==> src/hdl/tcc_pkg.sv <==
package tcc_pkg;

    // Register byte offsets on the bus
    localparam logic [7:0] ADDR_COUNT = 8'h00;
    localparam logic [7:0] ADDR_RELOAD = 8'h04;
    localparam logic [7:0] ADDR_CAPTURE = 8'h08;
    localparam logic [7:0] ADDR_CTL0 = 8'h0c;
    localparam logic [7:0] ADDR_CTL1 = 8'h10;

    // First control register fields
    localparam int CTL0_MODE_MSB_BIT = 7;
    localparam int CTL0_SRC_HI_BIT = 6;
    localparam int CTL0_SRC_LO_BIT = 5;
    localparam int CTL0_OUT_EN_BIT = 1;
    localparam int CTL0_CAUSE_BIT = 0;
    localparam logic [7:0] CTL0_WR_MASK = 8'he2;

    // Second control register fields
    localparam int CTL1_EN_BIT = 7;
    localparam int CTL1_POL_BIT = 6;
    localparam int CTL1_PRE_HI_BIT = 5;
    localparam int CTL1_PRE_LO_BIT = 3;
    localparam int CTL1_MODE_HI_BIT = 2;
    localparam int CTL1_MODE_LO_BIT = 0;

    // Reset and restart values
    localparam logic [15:0] COUNT_RST = 16'h0001;
    localparam logic [15:0] RELOAD_RST = 16'hffff;
    localparam logic [15:0] CAPTURE_RST = 16'h0000;
    localparam logic [7:0] CTL_RST = 8'h00;
    localparam logic [15:0] RESTART_VALUE = 16'h0001;

    // Prescaler counter width, enough for divide by 128
    localparam int PRE_CNT_W = 7;

    typedef logic [3:0] tcc_mode_type;

    localparam tcc_mode_type MODE_COMPARE = 4'h5;
    localparam tcc_mode_type MODE_GATED = 4'h6;
    localparam tcc_mode_type MODE_CAPCMP = 4'h7;
    localparam tcc_mode_type MODE_CAPRESTART = 4'h8;

    // Interrupt source selection codes
    localparam logic [1:0] SRC_INPUT_ONLY = 2'h2;
    localparam logic [1:0] SRC_RELOAD_ONLY = 2'h3;

    typedef enum logic {CC_WAIT, CC_RUN} tcc_cc_state_type;

endpackage : tcc_pkg

==> src/hdl/tcc_if.sv <==
interface tcc_if;
    logic tick;
    logic pre_en;
    logic [2:0] pre_sel;
    logic pin_raw;
    logic in_level;
    logic in_rise;
    logic in_fall;

    modport pre (input pre_en, input pre_sel, output tick);
    modport edg (input pin_raw, output in_level, output in_rise, output in_fall);
    modport core (output pre_en, output pre_sel, output pin_raw,
                  input tick, input in_level, input in_rise, input in_fall);
endinterface : tcc_if

==> src/hdl/tcc_prescaler.sv <==
module tcc_prescaler (
    input wire logic clk,
    input wire logic rst,
    tcc_if.pre bus
);

    logic [tcc_pkg::PRE_CNT_W-1:0] cnt_ff;
    logic [tcc_pkg::PRE_CNT_W-1:0] last_val;

    // Divide by two to the power of the select value
    assign last_val = tcc_pkg::PRE_CNT_W'((8'h01 << bus.pre_sel) - 8'h01);
    assign bus.tick = bus.pre_en && (cnt_ff == last_val);

    always_ff @(posedge clk) begin
        if (rst || !bus.pre_en || bus.tick) begin
            cnt_ff <= '0;
        end else begin
            cnt_ff <= cnt_ff + tcc_pkg::PRE_CNT_W'(1);
        end
    end

endmodule : tcc_prescaler

==> src/hdl/tcc_edge.sv <==
module tcc_edge (
    input wire logic clk,
    input wire logic rst,
    tcc_if.edg bus
);

    logic sync1_ff;
    logic sync2_ff;
    logic prev_ff;

    // Two-stage synchroniser, then one stage for edge history
    always_ff @(posedge clk) begin
        if (rst) begin
            sync1_ff <= 1'b0;
            sync2_ff <= 1'b0;
            prev_ff <= 1'b0;
        end else begin
            sync1_ff <= bus.pin_raw;
            sync2_ff <= sync1_ff;
            prev_ff <= sync2_ff;
        end
    end

    assign bus.in_level = sync2_ff;
    assign bus.in_rise = sync2_ff && !prev_ff;
    assign bus.in_fall = !sync2_ff && prev_ff;

endmodule : tcc_edge

==> src/hdl/tcc_top.sv <==
// Our own choices: register access over APB and the register addresses.
module tcc_top (
    input wire logic SYS_CLK,
    input wire logic RESET,
    input wire logic PSEL,
    input wire logic PENABLE,
    input wire logic PWRITE,
    input wire logic [7:0] PADDR,
    input wire logic [31:0] PWDATA,
    output logic [31:0] PRDATA,
    output logic PREADY,
    output logic PSLVERR,
    input wire logic TIMER_IN,
    output logic TIMER_OUT,
    output logic TIMER_IRQ
);

    ////////////////////////////////////////////////////////////////////////////////
    // Decoding helpers

    function automatic logic addr_ok(input logic [7:0] a);
        addr_ok = (a == tcc_pkg::ADDR_COUNT) || (a == tcc_pkg::ADDR_RELOAD) ||
                  (a == tcc_pkg::ADDR_CAPTURE) || (a == tcc_pkg::ADDR_CTL0) ||
                  (a == tcc_pkg::ADDR_CTL1);
    endfunction : addr_ok

    function automatic logic irq_allowed(input logic [1:0] src, input logic is_input);
        case (src)
            tcc_pkg::SRC_INPUT_ONLY: irq_allowed = is_input;
            tcc_pkg::SRC_RELOAD_ONLY: irq_allowed = !is_input;
            default: irq_allowed = 1'b1;
        endcase
    endfunction : irq_allowed

    ////////////////////////////////////////////////////////////////////////////////
    // Storage

    logic [15:0] count_ff;
    logic [15:0] reload_ff;
    logic [15:0] capture_ff;
    logic [7:0] ctl0_ff;
    logic [7:0] ctl1_ff;
    logic cause_ff;
    logic out_ff;
    logic irq_ff;
    logic [31:0] prdata_ff;
    tcc_pkg::tcc_cc_state_type cc_state_ff;
    tcc_pkg::tcc_cc_state_type nxt_cc_state;

    ////////////////////////////////////////////////////////////////////////////////
    // Sub-blocks

    tcc_if tbus ();

    tcc_prescaler u_pre (
        .clk(SYS_CLK),
        .rst(RESET),
        .bus(tbus.pre)
    );

    tcc_edge u_edge (
        .clk(SYS_CLK),
        .rst(RESET),
        .bus(tbus.edg)
    );

    ////////////////////////////////////////////////////////////////////////////////
    // Control decode

    tcc_pkg::tcc_mode_type mode;
    logic enabled;
    logic pol;
    logic out_en;
    logic [1:0] src_sel;
    logic is_cr;
    logic is_cmp;
    logic is_gated;
    logic is_cc;

    assign mode = {ctl0_ff[tcc_pkg::CTL0_MODE_MSB_BIT],
                   ctl1_ff[tcc_pkg::CTL1_MODE_HI_BIT:tcc_pkg::CTL1_MODE_LO_BIT]};
    assign enabled = ctl1_ff[tcc_pkg::CTL1_EN_BIT];
    assign pol = ctl1_ff[tcc_pkg::CTL1_POL_BIT];
    assign out_en = ctl0_ff[tcc_pkg::CTL0_OUT_EN_BIT];
    assign src_sel = ctl0_ff[tcc_pkg::CTL0_SRC_HI_BIT:tcc_pkg::CTL0_SRC_LO_BIT];
    assign is_cr = (mode == tcc_pkg::MODE_CAPRESTART);
    assign is_cmp = (mode == tcc_pkg::MODE_COMPARE);
    assign is_gated = (mode == tcc_pkg::MODE_GATED);
    assign is_cc = (mode == tcc_pkg::MODE_CAPCMP);

    assign tbus.pre_en = enabled;
    assign tbus.pre_sel = ctl1_ff[tcc_pkg::CTL1_PRE_HI_BIT:tcc_pkg::CTL1_PRE_LO_BIT];
    assign tbus.pin_raw = TIMER_IN;

    ////////////////////////////////////////////////////////////////////////////////
    // Bus slave

    logic access;
    logic wr;
    logic wr_count;
    logic wr_reload;
    logic wr_capture;
    logic wr_ctl0;
    logic wr_ctl1;
    logic [31:0] rd_data;

    assign access = PSEL && PENABLE;
    assign wr = access && PWRITE && addr_ok(PADDR);
    assign wr_count = wr && (PADDR == tcc_pkg::ADDR_COUNT);
    assign wr_reload = wr && (PADDR == tcc_pkg::ADDR_RELOAD);
    assign wr_capture = wr && (PADDR == tcc_pkg::ADDR_CAPTURE);
    assign wr_ctl0 = wr && (PADDR == tcc_pkg::ADDR_CTL0);
    assign wr_ctl1 = wr && (PADDR == tcc_pkg::ADDR_CTL1);
    assign PREADY = 1'b1;
    assign PSLVERR = access && !addr_ok(PADDR);
    assign PRDATA = prdata_ff;

    always_comb begin
        case (PADDR)
            tcc_pkg::ADDR_COUNT: rd_data = {16'h0000, count_ff};
            tcc_pkg::ADDR_RELOAD: rd_data = {16'h0000, reload_ff};
            tcc_pkg::ADDR_CAPTURE: rd_data = {16'h0000, capture_ff};
            tcc_pkg::ADDR_CTL0: rd_data = {24'h000000, ctl0_ff[7:1], cause_ff};
            tcc_pkg::ADDR_CTL1: rd_data = {24'h000000, ctl1_ff};
            default: rd_data = 32'h00000000;
        endcase
    end

    // Read data is fetched in the setup cycle and shown in the access cycle
    always_ff @(posedge SYS_CLK) begin
        if (RESET) begin
            prdata_ff <= 32'h00000000;
        end else if (PSEL && !PENABLE) begin
            prdata_ff <= rd_data;
        end
    end

    always_ff @(posedge SYS_CLK) begin
        if (RESET) begin
            ctl0_ff <= tcc_pkg::CTL_RST;
            ctl1_ff <= tcc_pkg::CTL_RST;
            reload_ff <= tcc_pkg::RELOAD_RST;
        end else begin
            if (wr_ctl0) begin
                ctl0_ff <= PWDATA[7:0] & tcc_pkg::CTL0_WR_MASK;
            end
            if (wr_ctl1) begin
                ctl1_ff <= PWDATA[7:0];
            end
            if (wr_reload) begin
                reload_ff <= PWDATA[15:0];
            end
        end
    end

    ////////////////////////////////////////////////////////////////////////////////
    // Events

    logic sel_edge;
    logic deassert;
    logic active;
    logic cc_waiting;
    logic count_ok;
    logic hit;
    logic cap_evt;
    logic gate_off;
    logic reload_evt;
    logic input_evt;
    logic restart_mode;

    assign sel_edge = pol ? tbus.in_fall : tbus.in_rise;
    assign active = tbus.in_level ^ pol;
    assign deassert = pol ? tbus.in_rise : tbus.in_fall;
    assign cc_waiting = is_cc && (cc_state_ff == tcc_pkg::CC_WAIT);
    assign restart_mode = is_cr || is_gated || is_cc;

    // Ticks only: compare mode never counts the input pin
    assign count_ok = tbus.tick && !(is_gated && !active) && !cc_waiting;
    assign hit = count_ok && (count_ff == reload_ff);
    assign cap_evt = enabled && sel_edge && (is_cr || (is_cc && !cc_waiting));
    assign gate_off = enabled && is_gated && deassert;
    assign reload_evt = hit && (restart_mode || is_cmp) && !cap_evt;
    assign input_evt = cap_evt || gate_off;

    ////////////////////////////////////////////////////////////////////////////////
    // Capture/compare start state

    always_comb begin
        nxt_cc_state = cc_state_ff;
        case (cc_state_ff)
            tcc_pkg::CC_WAIT: begin
                if (enabled && is_cc && sel_edge) begin
                    nxt_cc_state = tcc_pkg::CC_RUN;
                end
            end
            tcc_pkg::CC_RUN: begin
                if (!enabled || !is_cc) begin
                    nxt_cc_state = tcc_pkg::CC_WAIT;
                end
            end
            default: nxt_cc_state = tcc_pkg::CC_WAIT;
        endcase
    end

    always_ff @(posedge SYS_CLK) begin
        if (RESET) begin
            cc_state_ff <= tcc_pkg::CC_WAIT;
        end else begin
            cc_state_ff <= nxt_cc_state;
        end
    end

    ////////////////////////////////////////////////////////////////////////////////
    // Counter

    always_ff @(posedge SYS_CLK) begin
        if (RESET) begin
            count_ff <= tcc_pkg::COUNT_RST;
        end else if (wr_count) begin
            count_ff <= PWDATA[15:0];
        end else if (cap_evt) begin
            count_ff <= tcc_pkg::RESTART_VALUE;
        end else if (hit && restart_mode) begin
            count_ff <= tcc_pkg::RESTART_VALUE;
        end else if (count_ok) begin
            count_ff <= count_ff + 16'h0001;
        end
    end

    ////////////////////////////////////////////////////////////////////////////////
    // Capture register and cause flag

    always_ff @(posedge SYS_CLK) begin
        if (RESET) begin
            capture_ff <= tcc_pkg::CAPTURE_RST;
        end else if (cap_evt) begin
            capture_ff <= count_ff;
        end else if (wr_capture) begin
            capture_ff <= PWDATA[15:0];
        end
    end

    always_ff @(posedge SYS_CLK) begin
        if (RESET) begin
            cause_ff <= 1'b0;
        end else if (cap_evt) begin
            cause_ff <= 1'b1;
        end else if (reload_evt && (is_cr || is_cc)) begin
            cause_ff <= 1'b0;
        end
    end

    ////////////////////////////////////////////////////////////////////////////////
    // Timer output and interrupt

    // While disabled the output rests at the level set by polarity
    always_ff @(posedge SYS_CLK) begin
        if (RESET) begin
            out_ff <= 1'b0;
        end else if (!enabled) begin
            out_ff <= pol;
        end else if (reload_evt && out_en && (is_cmp || is_gated)) begin
            out_ff <= !out_ff;
        end
    end

    always_ff @(posedge SYS_CLK) begin
        if (RESET) begin
            irq_ff <= 1'b0;
        end else begin
            irq_ff <= (input_evt && irq_allowed(src_sel, 1'b1)) ||
                      (reload_evt && irq_allowed(src_sel, 1'b0));
        end
    end

    assign TIMER_OUT = out_ff;
    assign TIMER_IRQ = irq_ff;
endmodule : tcc_top

==> config.mk <==
export PLATFORM = sky130hd
export DESIGN_NAME = tcc_top
export DESIGN_NICKNAME = d
export VERILOG_FILES = /design/src/hdl/tcc_pkg.sv /design/src/hdl/tcc_if.sv /design/src/hdl/tcc_prescaler.sv /design/src/hdl/tcc_edge.sv /design/src/hdl/tcc_top.sv
export SDC_FILE = /design/constraint.sdc
export NUM_CORES = 1
export LEC_CHECK = 0
export ABC_AREA = 1
export BUFFER_PORTS_ARGS = -buffer_cell sky130_fd_sc_hd__buf_2
export CORE_MARGIN = 2
export CORE_UTILIZATION = 62
export DETAILED_ROUTE_END_ITERATION = 8
export PLACE_DENSITY = 0.95
export SYNTH_ARGS = -nofsm -noshare
export SYNTH_HDL_FRONTEND = slang
export SYNTH_SLANG_ARGS = --single-unit
==> constraint.sdc <==
create_clock -name SYS_CLK -period 6.4 [get_ports SYS_CLK]
set_input_delay 0.32 -clock SYS_CLK [delete_from_list [all_inputs] [get_ports SYS_CLK]]
set_output_delay 0.32 -clock SYS_CLK [all_outputs]
set_load 0.01 [all_outputs]
* Word-level counts from Yosys, hierarchy flattened *
Cells that the tools add are included.

storage, ports and cells
  output and inout port bits = 36
  bits in registers = 106

operators by class
  equal/unequal tests = 13
  mux-type cells = 20
  reductions and logical operators = 63
  bitwise operators = 2
  shifts and indexed selects = 1
  $add $sub $neg = 3

operators by type and width
  cell                                                                 number
  16-bit two-way mux                                                   6
  16-bit one-hot mux with 5 select lines                               1
  1-bit logical AND                                                    33
  16-bit by 1-bit adder with 16-bit output (second input constant)     1
  16-bit == test                                                       1
  8-bit by 4-bit == test with 1-bit output (second input constant)     2
  1-bit logical OR                                                     15
  4-bit by 3-bit == test with 1-bit output (second input constant)     3
  1-bit two-way mux                                                    12
  1-bit zero test                                                      11
  8-bit by 3-bit == test with 1-bit output (second input constant)     1
  8-bit by 5-bit == test with 1-bit output (second input constant)     1
  8-bit zero test                                                      1
  7-bit by 1-bit adder with 7-bit output (second input constant)       1
  7-bit == test                                                        1
  1-bit by 3-bit left shift with 7-bit output (first input constant)   1
  7-bit by 1-bit subtractor with 7-bit output (second input constant)  1
  2-bit == test (second input constant)                                2
  4-bit == test (second input constant)                                1
  2-bit nonzero test                                                   2
  4-bit nonzero test                                                   1
  2-bit by 1-bit != test with 1-bit output (second input constant)     1
  1-bit one-hot mux with 2 select lines                                1
  1-bit NOT                                                            1
  1-bit bitwise XOR                                                    1

* Logic depth before layout (Yosys ltp) *
Gate-level depths: netlist of run 1.

  depth after elaboration = 13
  depth in mapped cells = 19
  gate-level depth less buffers = 19

* Hierarchy *
Synthesis of run 1 repeated with hierarchy kept, for this count alone.

second synthesis, totals
  cell total of the unflattened synthesis = 843
  area total of the unflattened synthesis = 5,484.0 um^2

modules (own cells, without submodules)
  module         instances  cells an instance  area each (um^2)
  tcc_top        1          758                4,941.0
  tcc_prescaler  1          73                 449.2
  tcc_edge       1          12                 93.8

* Worst setup path after synthesis of run 1 *
OpenSTA, ideal clock, no wires.

  path kind = reg-to-reg
  start = register ctl1_ff[3]
  end = register count_ff[15]
  required time = 6.289 ns
  stages on the path, launching flop included = 17
  slack = 4.344 ns
  buffers on the path = 1
  library setup time = 0.111 ns
  arrival = 1.945 ns
  path through = dfxtp_1 > inv_2 > nor2_1 > nand2_1 > ha_1 > nor2_1 > nor2_1 > nand3_1 > nor2_2 > nand2_2 > nor3_4 > nand4_4 > nand2_4 > nor2_4 > buf_12 > nor2_2 > nor2_1

between the ends
  longest elaborated chain between the ends = 11

RTL lines
  what                                             line                 text
  start: declaration                               tcc_top.sv:42        logic [7:0] ctl1_ff;
  start signal: assignment                         tcc_top.sv:141       ctl1_ff <= tcc_pkg::CTL_RST;
  start signal: assignment                         tcc_top.sv:148       ctl1_ff <= PWDATA[7:0];
  1-bit by 3-bit left shift with 7-bit output (*)  tcc_prescaler.sv:11  assign last_val = tcc_pkg::PRE_CNT_W'((8'h01 << bus.pre_sel) - 8'h01);
  7-bit by 1-bit subtractor with 7-bit output (*)  tcc_prescaler.sv:11
  7-bit == test (*)                                tcc_prescaler.sv:12  assign bus.tick = bus.pre_en && (cnt_ff == last_val);
  1-bit logical AND (*)                            tcc_prescaler.sv:12
  1-bit logical AND (*) (2 in series)              tcc_top.sv:178       assign count_ok = tbus.tick && !(is_gated && !active) && !cc_waiting;
  1-bit logical AND                                tcc_top.sv:179       assign hit = count_ok && (count_ff == reload_ff);
  1-bit logical AND                                tcc_top.sv:223       end else if (hit && restart_mode) begin
  16-bit two-way mux                               tcc_top.sv:223
  16-bit two-way mux                               tcc_top.sv:221       end else if (cap_evt) begin
  16-bit two-way mux                               tcc_top.sv:219       end else if (wr_count) begin
  end signal: assignment                           tcc_top.sv:220       count_ff <= PWDATA[15:0];
  end signal: assignment                           tcc_top.sv:222       count_ff <= tcc_pkg::RESTART_VALUE;
  end signal: assignment                           tcc_top.sv:224       count_ff <= tcc_pkg::RESTART_VALUE;
  end: declaration                                 tcc_top.sv:38        logic [15:0] count_ff;

Mark *: on every way between the ends. The rest lies on a longest branch, timed or not.
A chain may end at the register's enable or synchronous reset.

* Worst setup path after layout of run 1 *
  start = input PADDR[7]
  end = register reload_ff[3]

between the ends
  longest elaborated chain between the ends = 7

RTL lines
  what                                                                         line                           text
  start: declaration                                                           tcc_top.sv:8                   input wire logic [7:0] PADDR,
  8-bit by 3-bit == test with 1-bit output or 8-bit zero test (tied branches)  tcc_top.sv:22, tcc_top.sv:110
  1-bit logical OR (2 in series)                                               tcc_top.sv:22                  addr_ok = (a == tcc_pkg::ADDR_COUNT) || (a == tcc_pkg::ADDR_RELOAD) ||
  1-bit logical OR (2 in series)                                               tcc_top.sv:23                  (a == tcc_pkg::ADDR_CAPTURE) || (a == tcc_pkg::ADDR_CTL0) ||
  1-bit logical AND                                                            tcc_top.sv:108                 assign wr = access && PWRITE && addr_ok(PADDR);
  1-bit logical AND (*)                                                        tcc_top.sv:110                 assign wr_reload = wr && (PADDR == tcc_pkg::ADDR_RELOAD);
  end signal: assignment                                                       tcc_top.sv:142                 reload_ff <= tcc_pkg::RELOAD_RST;
  end signal: assignment                                                       tcc_top.sv:151                 reload_ff <= PWDATA[15:0];
  end: declaration                                                             tcc_top.sv:39                  logic [15:0] reload_ff;

Marked as above.

==> out/metrics.cfg, run 1 <==
[floorplan]
standard_cell_rows = 33
die_w_um = 96.8
design.portCount = 82
core_area_mm2 = 0.00830
die_h_um = 96.8
start_util_pct = 64.4
die_area_mm2 = 0.00937

[power]
power-per-cell-area_mw_per_mm2 = 179
vdd_drop_max_mv = 0.112
totalPowerFinal_w = 0.00100
cellLeakagePower_nw = 2.57

[worst_setup_path]
cp.required_ns = 6.61
timing.setup.critical_path_class = primary input to flip-flop
critPathLaunchType = primary input
crit_path_max_fanout = 26
arrival_ns = 3.01
setup.worst_path.end_class = flip-flop
setup.reg_to_reg.worst_slack_ns = 3.63

[timing]
final_period_minus_worst_setup_slack_ns = 2.80
final_setup_viols = 0
max_slew_margin_vs_limit_pct = 19.5
grt_setup_unrepaired = false
max_clock_freq_mhz = 357
final.period_utilization_pct = 43.8
fin_worst_hold_slack_ns = 0.139
finalHoldViolCount = 0
final-max-slew-violation-count = 0
worst_clock_skew_ns = 0.0174
tightestPinTransition_ns = 1.21
setup_tns_final_ns = 0
fin_ws_ns = 3.60

[clock_tree]
cts-hold-fix-buffers = 0
cts_buffers = 9
numClockSinks = 90
tritoncts = done
postCtsResizedCells = 0
cts_root_buffer = sky130_fd_sc_hd__clkbuf_8
htree_levels = 3
clock_tree.buffer_depth = 2
clkTransAtPathRegs_ns = 0.11
buffers_inserted_by_post_cts_timing_repair = 0
clk-insertion-delay-late_ns = 0.38

[flow_run]
maxCapViolCount = 0

[synth]
yosysMostFrequentCell = sky130_fd_sc_hd__nand2_1
synth.cell_area_mm2 = 0.00534
post_synth_main_area_contributors = sky130_fd_sc_hd__dfxtp_1, sky130_fd_sc_hd__nand2_1, sky130_fd_sc_hd__inv_1
post-synth-top-area-fraction_pct = 33.7
synth_mux_area_share_pct = 0
synth-compound-area-share_pct = 15.6
async_flop_share_pct = 0
dominantRegCellSynth = sky130_fd_sc_hd__dfxtp_1
yosys.cell_types.count = 42
synth-xor-area-share_pct = 3.28
postSynthAreaPerCell_um2 = 6.66
synth_edf_count = 0
post_synthesis_cell_count = 802
synth_top_family_by_area = simple AND/OR/NAND/NOR gates
synth_seq_cells = 90
yosysSeqAreaShare_pct = 33.7
synthesis_warning_total = 0
ys_top_cells_by_count = sky130_fd_sc_hd__nand2_1, sky130_fd_sc_hd__dfxtp_1, sky130_fd_sc_hd__inv_1
synth.largest_area_cell = sky130_fd_sc_hd__dfxtp_1
synth_adder_area_share_pct = 0.703
area_share_of_and_or_nand_nor_cells_after_synthesis_pct = 32.6

[layout]
finalCoreUtilization_pct = 67.8
syn_to_final_growth_pct = 5.36
final_layout_size_suffix_gt1_share_pct = 14.6
antenna-diode-count = 0
final_nets = 873

[place]
preCtsSetupSlack_ns = 3.37
rd_place_congestion = 0.947
port-buffer-count = 48
dpl.hpwl_um = 9930

[drt]
dr.pass1.iters = 6
route.final.wire_length_um = 14500
drc = 0
routed_wire_length_per_instance_um = 15.6
via_density = 5.92
drt-initial-drc-count = 593
detail-route-antenna-nets = 0
routed-via-count = 5532

[run_status]
result_of_the_run = finished clean

[min_path]
worstHoldPathType = primary input to flip-flop

[grt]
grt_pass1_vias = 4952
grt_overflow_total = 0
grt_first_pass_wirelength_um = 23900
grt_antenna_before_repair = 0
groute.usage.overall_pct = 30.8
pin_count_of_the_biggest_net_entering_global_routing = 37

-- critical path: stages --
cell and delay [ns]:
sky130_fd_sc_hd__buf_2 0.09, sky130_fd_sc_hd__nor2_1 0.12, sky130_fd_sc_hd__nand3_1 0.16, sky130_fd_sc_hd__inv_2 0.12, sky130_fd_sc_hd__nand4_1 0.54, sky130_fd_sc_hd__nor2_2 1.08, sky130_fd_sc_hd__inv_1 0.35, sky130_fd_sc_hd__nand2_1 0.13
sky130_fd_sc_hd__o211ai_1 0.08
-- worst paths after layout --
| check | startpoint | to | depth (start not counted) |
|---|---|---|---|
| max | PADDR[7] | reload_ff[3] | 9 |
| min | TIMER_IN | u_edge.sync1_ff | 3 |
| max reg2reg | ctl1_ff[4] | count_ff[4] | 16 |
| min reg2reg | u_edge.sync1_ff | u_edge.bus.in_level | 2 |
-- sequential cells by signal (all words and copies together) (netlist names) --
signal and count:
u_edge.prev_ff 1, ctl1_ff 8, TIMER_OUT 1, TIMER_IRQ 1, capture_ff 16, reload_ff 16
u_edge.sync1_ff 1, cause_ff 1, u_pre.cnt_ff 7, ctl0_ff 4, u_edge.bus.in_level 1, cc_state_ff 1
count_ff 16, PRDATA 16
-- through the flow --
step,cells,cell area (um^2)
2_1_floorplan,817,5400
3_3_place_gp,918,5440
3_5_place_dp,918,5440
4_1_cts,934,5630
5_1_grt,934,5630
6_report,934,5630
-- logic make-up (layout without fill, tap and decap cells) --
group | count (synthesis) | in the layout
xor+xnor | 20 | 20
simple gates | 385 | 385
fa+ha+maj | 3 | 3
flops | 90 | 90
buf+inv | 158 | 170
compound gates | 144 | 144
other cells | 2 | 17
-- report_power, final --
part           switching [W]  internal (W)   total, W  leakage [nW]
clock               0.000239      0.000152   0.000391        0.0922
combinational      0.0000357     0.0000142  0.0000500          1.75
sequential        0.00000184      0.000562   0.000564         0.727
-- metal layers --
metal,vias up,routed length [um],GRT usage (%)
li1,2637,-,-
met2,331,6620,48.8
met5,-,0,0
met1,2506,5860,41.0
met3,58,1540,5.27
met4,0,514,14.5
-- cells in the final DEF (no fill, tap or decap), drive strengths merged --
master	count
conb	17
a211oi	4
a31o	1
xnor2	4
clkinv	2
o21ai	54
nor3	8
nor2	79
ha	3
clkinvlp	2
nand4	32
dfxtp	90
inv	106
xor2	16
o211ai	17
buf	51
or2	2
o221ai	1
a221oi	1
nor4	4
nand2	215
a31oi	16
clkbuf	9
a21oi	38
nand3	45
o2111ai	3
o22ai	9
-- final cells by class --
cell class,count,area [um^2]
well taps,105,131
clock buffers,9,124
fillers,691,2670
flip-flops and latches,90,1800
inverters,103,392
clock inverters,7,66.3
repair buffers,51,263
multi-input cells,569,2850
(Power assumes the default switching activity.)
==> run 2: changes to the inputs <==
Settings changed: CORE_UTILIZATION 62 to 58, PLACE_DENSITY 0.95 to 0.92.
Clock period 6.4 ns to 2.85 ns, I/O delays scaled along.
==> out/metrics.cfg, run 2 (synthesis results as in run 1) <==
[floorplan]
standard_cell_rows = 35  ; +6.1%
core_area_mm2 = 0.00906  ; +9.2%
design.portCount = 82  ; unchanged
start_util_pct = 58.9  ; -5.4 points
die_h_um = 100  ; +3.3%
die_w_um = 100  ; +3.3%
die_area_mm2 = 0.00999  ; +6.6%

[timing]
max_slew_margin_vs_limit_pct = 17.5  ; -2.0 points
max_clock_freq_mhz = 386
grt_setup_unrepaired = false
final.period_utilization_pct = 90.9
setup_tns_final_ns = 0  ; unchanged
worst_clock_skew_ns = 0.0144  ; -0.00305 ns
finalHoldViolCount = 0  ; unchanged
final-max-slew-violation-count = 0  ; unchanged
tightestPinTransition_ns = 1.24  ; +0.0303 ns
final_setup_viols = 0  ; unchanged
fin_ws_ns = 0.259  ; -3.34 ns
final_period_minus_worst_setup_slack_ns = 2.59

[worst_setup_path]
critPathMaxStageDelay_ns = 0.56  ; -0.52 ns
arrival_ns = 2.86  ; -0.15 ns
crit_slowest_cell = sky130_fd_sc_hd__dfxtp_1
critPathLaunchType = flip-flop
setup.reg_to_reg.worst_slack_ns = 0.26  ; -3.37 ns
cp.required_ns = 3.12  ; -3.49 ns
worst-r2r-cell-count = 18  ; +2
timing.setup.critical_path_class = flip-flop to flip-flop
crit_top_cell = sky130_fd_sc_hd__nand2_1
crit_path_max_fanout = 32  ; +23%
setup.worst_path.end_class = flip-flop
crit_path_cell_trace = nor2_1 -> nand2_1 -> ha_1 -> inv_1 -> nand2_1 -> nand2_1 -> nand2_1 -> nand2_1 -> nor2_2 -> nand2_2 -> nor3_4 -> nand4_4 -> buf_4 -> nand2_4 -> nor2_4 -> buf_12 -> nor2_2 -> nor2_1

[clock_tree]
numClockSinks = 90  ; unchanged
clock_tree.buffer_depth = 2  ; unchanged
cts_root_buffer = sky130_fd_sc_hd__clkbuf_8
clk-insertion-delay-late_ns = 0.37  ; about the same
clkTransAtPathRegs_ns = 0.10  ; about the same
htree_levels = 3  ; unchanged
cts_buffers = 9  ; unchanged
tritoncts = done

[place]
port-buffer-count = 48  ; unchanged
detailed_place.area_mm2 = 0.00549  ; +0.97%
preCtsSetupSlack_ns = 0.264  ; -3.10 ns
rd_place_congestion = 0.961  ; +1.5%
dpl.hpwl_um = 9870  ; -0.58%

[grt]
pin_count_of_the_biggest_net_entering_global_routing = 69  ; +86%
grt.met2_usage_pct = 46.0  ; -2.8 points
grt_first_pass_wirelength_um = 22600  ; -5.5%
grtUsageMet1_pct = 36.5  ; -4.5 points
grt_overflow_total = 0  ; unchanged
groute.usage.overall_pct = 28.2  ; -2.6 points
routing_layer_with_the_top_usage_in_global_route = met2
grt_antenna_before_repair = 0  ; unchanged
grt_pass1_vias = 4746  ; -4.2%
grt_use_met3_pct = 6.20  ; +0.92 points

[drt]
route.final.wire_length_um = 14200  ; -2.1%
detail-route-antenna-nets = 0  ; unchanged
routed-via-count = 5394  ; -2.5%
drc = 0  ; unchanged
routed_wire_length_per_instance_um = 15.0  ; -3.5%
dr.pass1.iters = 6  ; unchanged
via_density = 5.69  ; -3.9%
drt-initial-drc-count = 571  ; -3.7%

[layout]
final_layout_size_suffix_gt1_share_pct = 15.3  ; +0.70 points
finalCoreUtilization_pct = 63.0  ; -4.8 points
final_nets = 881  ; +0.92%
antenna-diode-count = 0  ; unchanged
final_design_area_no_fill_mm2 = 0.00571  ; +1.5%
layout.cells.most_common = sky130_fd_sc_hd__nand2_1
syn_to_final_growth_pct = 6.91
layout_common_cells = sky130_fd_sc_hd__nand2_1, sky130_fd_sc_hd__dfxtp_1, sky130_fd_sc_hd__inv_1

[power]
vdd_drop_max_mv = 0.232  ; +110%
cellLeakagePower_nw = 2.62  ; +1.7%
power-per-cell-area_mw_per_mm2 = 390  ; +120%

[run_status]
result_of_the_run = finished clean

[min_path]
worstHoldPathType = primary input to flip-flop
min_path_cells = 3  ; unchanged

[flow_run]
maxCapViolCount = 0  ; unchanged

==> run 2: cell types whose count changed in the layout (fill, tap and decap cells not counted) <==
cell,previous run,this run
sky130_fd_sc_hd__buf_12,0,1
sky130_fd_sc_hd__buf_4,3,9
sky130_fd_sc_hd__clkinv_8,0,1
sky130_fd_sc_hd__dlygate4sd3_1,0,1
sky130_fd_sc_hd__inv_6,2,4
sky130_fd_sc_hd__inv_8,3,0
==> run 2: metrics by stage <==
step	total power (W)	hold WS, ns	instances
5_1_grt	0.00230	0.0250	948
2_1_floorplan	0.00137	0.249	817
6_report	0.00223	0.0121	948
3_5_place_dp	0.00140	0.360	930
3_3_place_gp	0.00140	0.352	930
4_1_cts	0.00223	0.00242	947
==> run 2: final timing paths <==
check	to	start
worst max register to register	count_ff[10]	ctl1_ff[4]
worst max-delay path	count_ff[10]	ctl1_ff[4]
worst min-delay path	reload_ff[9]	PWDATA[9]
worst min register to register	u_edge.bus.in_level	u_edge.sync1_ff
==> run 2: layout make-up <==
cell class,count,area (um^2)
Fill cell,805,3350
Multi-Input combinational cell,569,2850
Sequential cell,90,1800
Inverter,103,392
Timing Repair Buffer,59,338
Tap cell,111,139
Clock buffer,9,124
Clock inverter,7,66.3
==> run 2: metal layers <==
| metal | up-vias | share of wire, % |
|---|---|---|
| met5 | - | 0 |
| met2 | 312 | 46 |
| met4 | 0 | 3.0 |
| li1 | 2642 | - |
| met3 | 38 | 10 |
| met1 | 2402 | 41 |
==> run 2: worst max-delay path: cells and delay by family, from the launching register on <==
family                     cells  cell delay [ns]
and+or+nand+nor               14             1.13
buffers and inverters          3             0.53
DFF                            1             0.56
adders and majority gates      1             0.26
==> run 2: timing repair <==
action | 4_1_cts | 5_1_grt
hold buffers | 1 | 0
endpoints found under the hold margin | 1 | 0
buffers inserted | 0 | 1
endpoints found under the setup margin | 0 | 1
resized for setup | 0 | 0
==> run 2: report_power, final <==
group | switching (W) | internal (W)
clock network | 0.000510 | 0.000336
logic | 0.0000797 | 0.0000329
registers | 0.00000395 | 0.00126
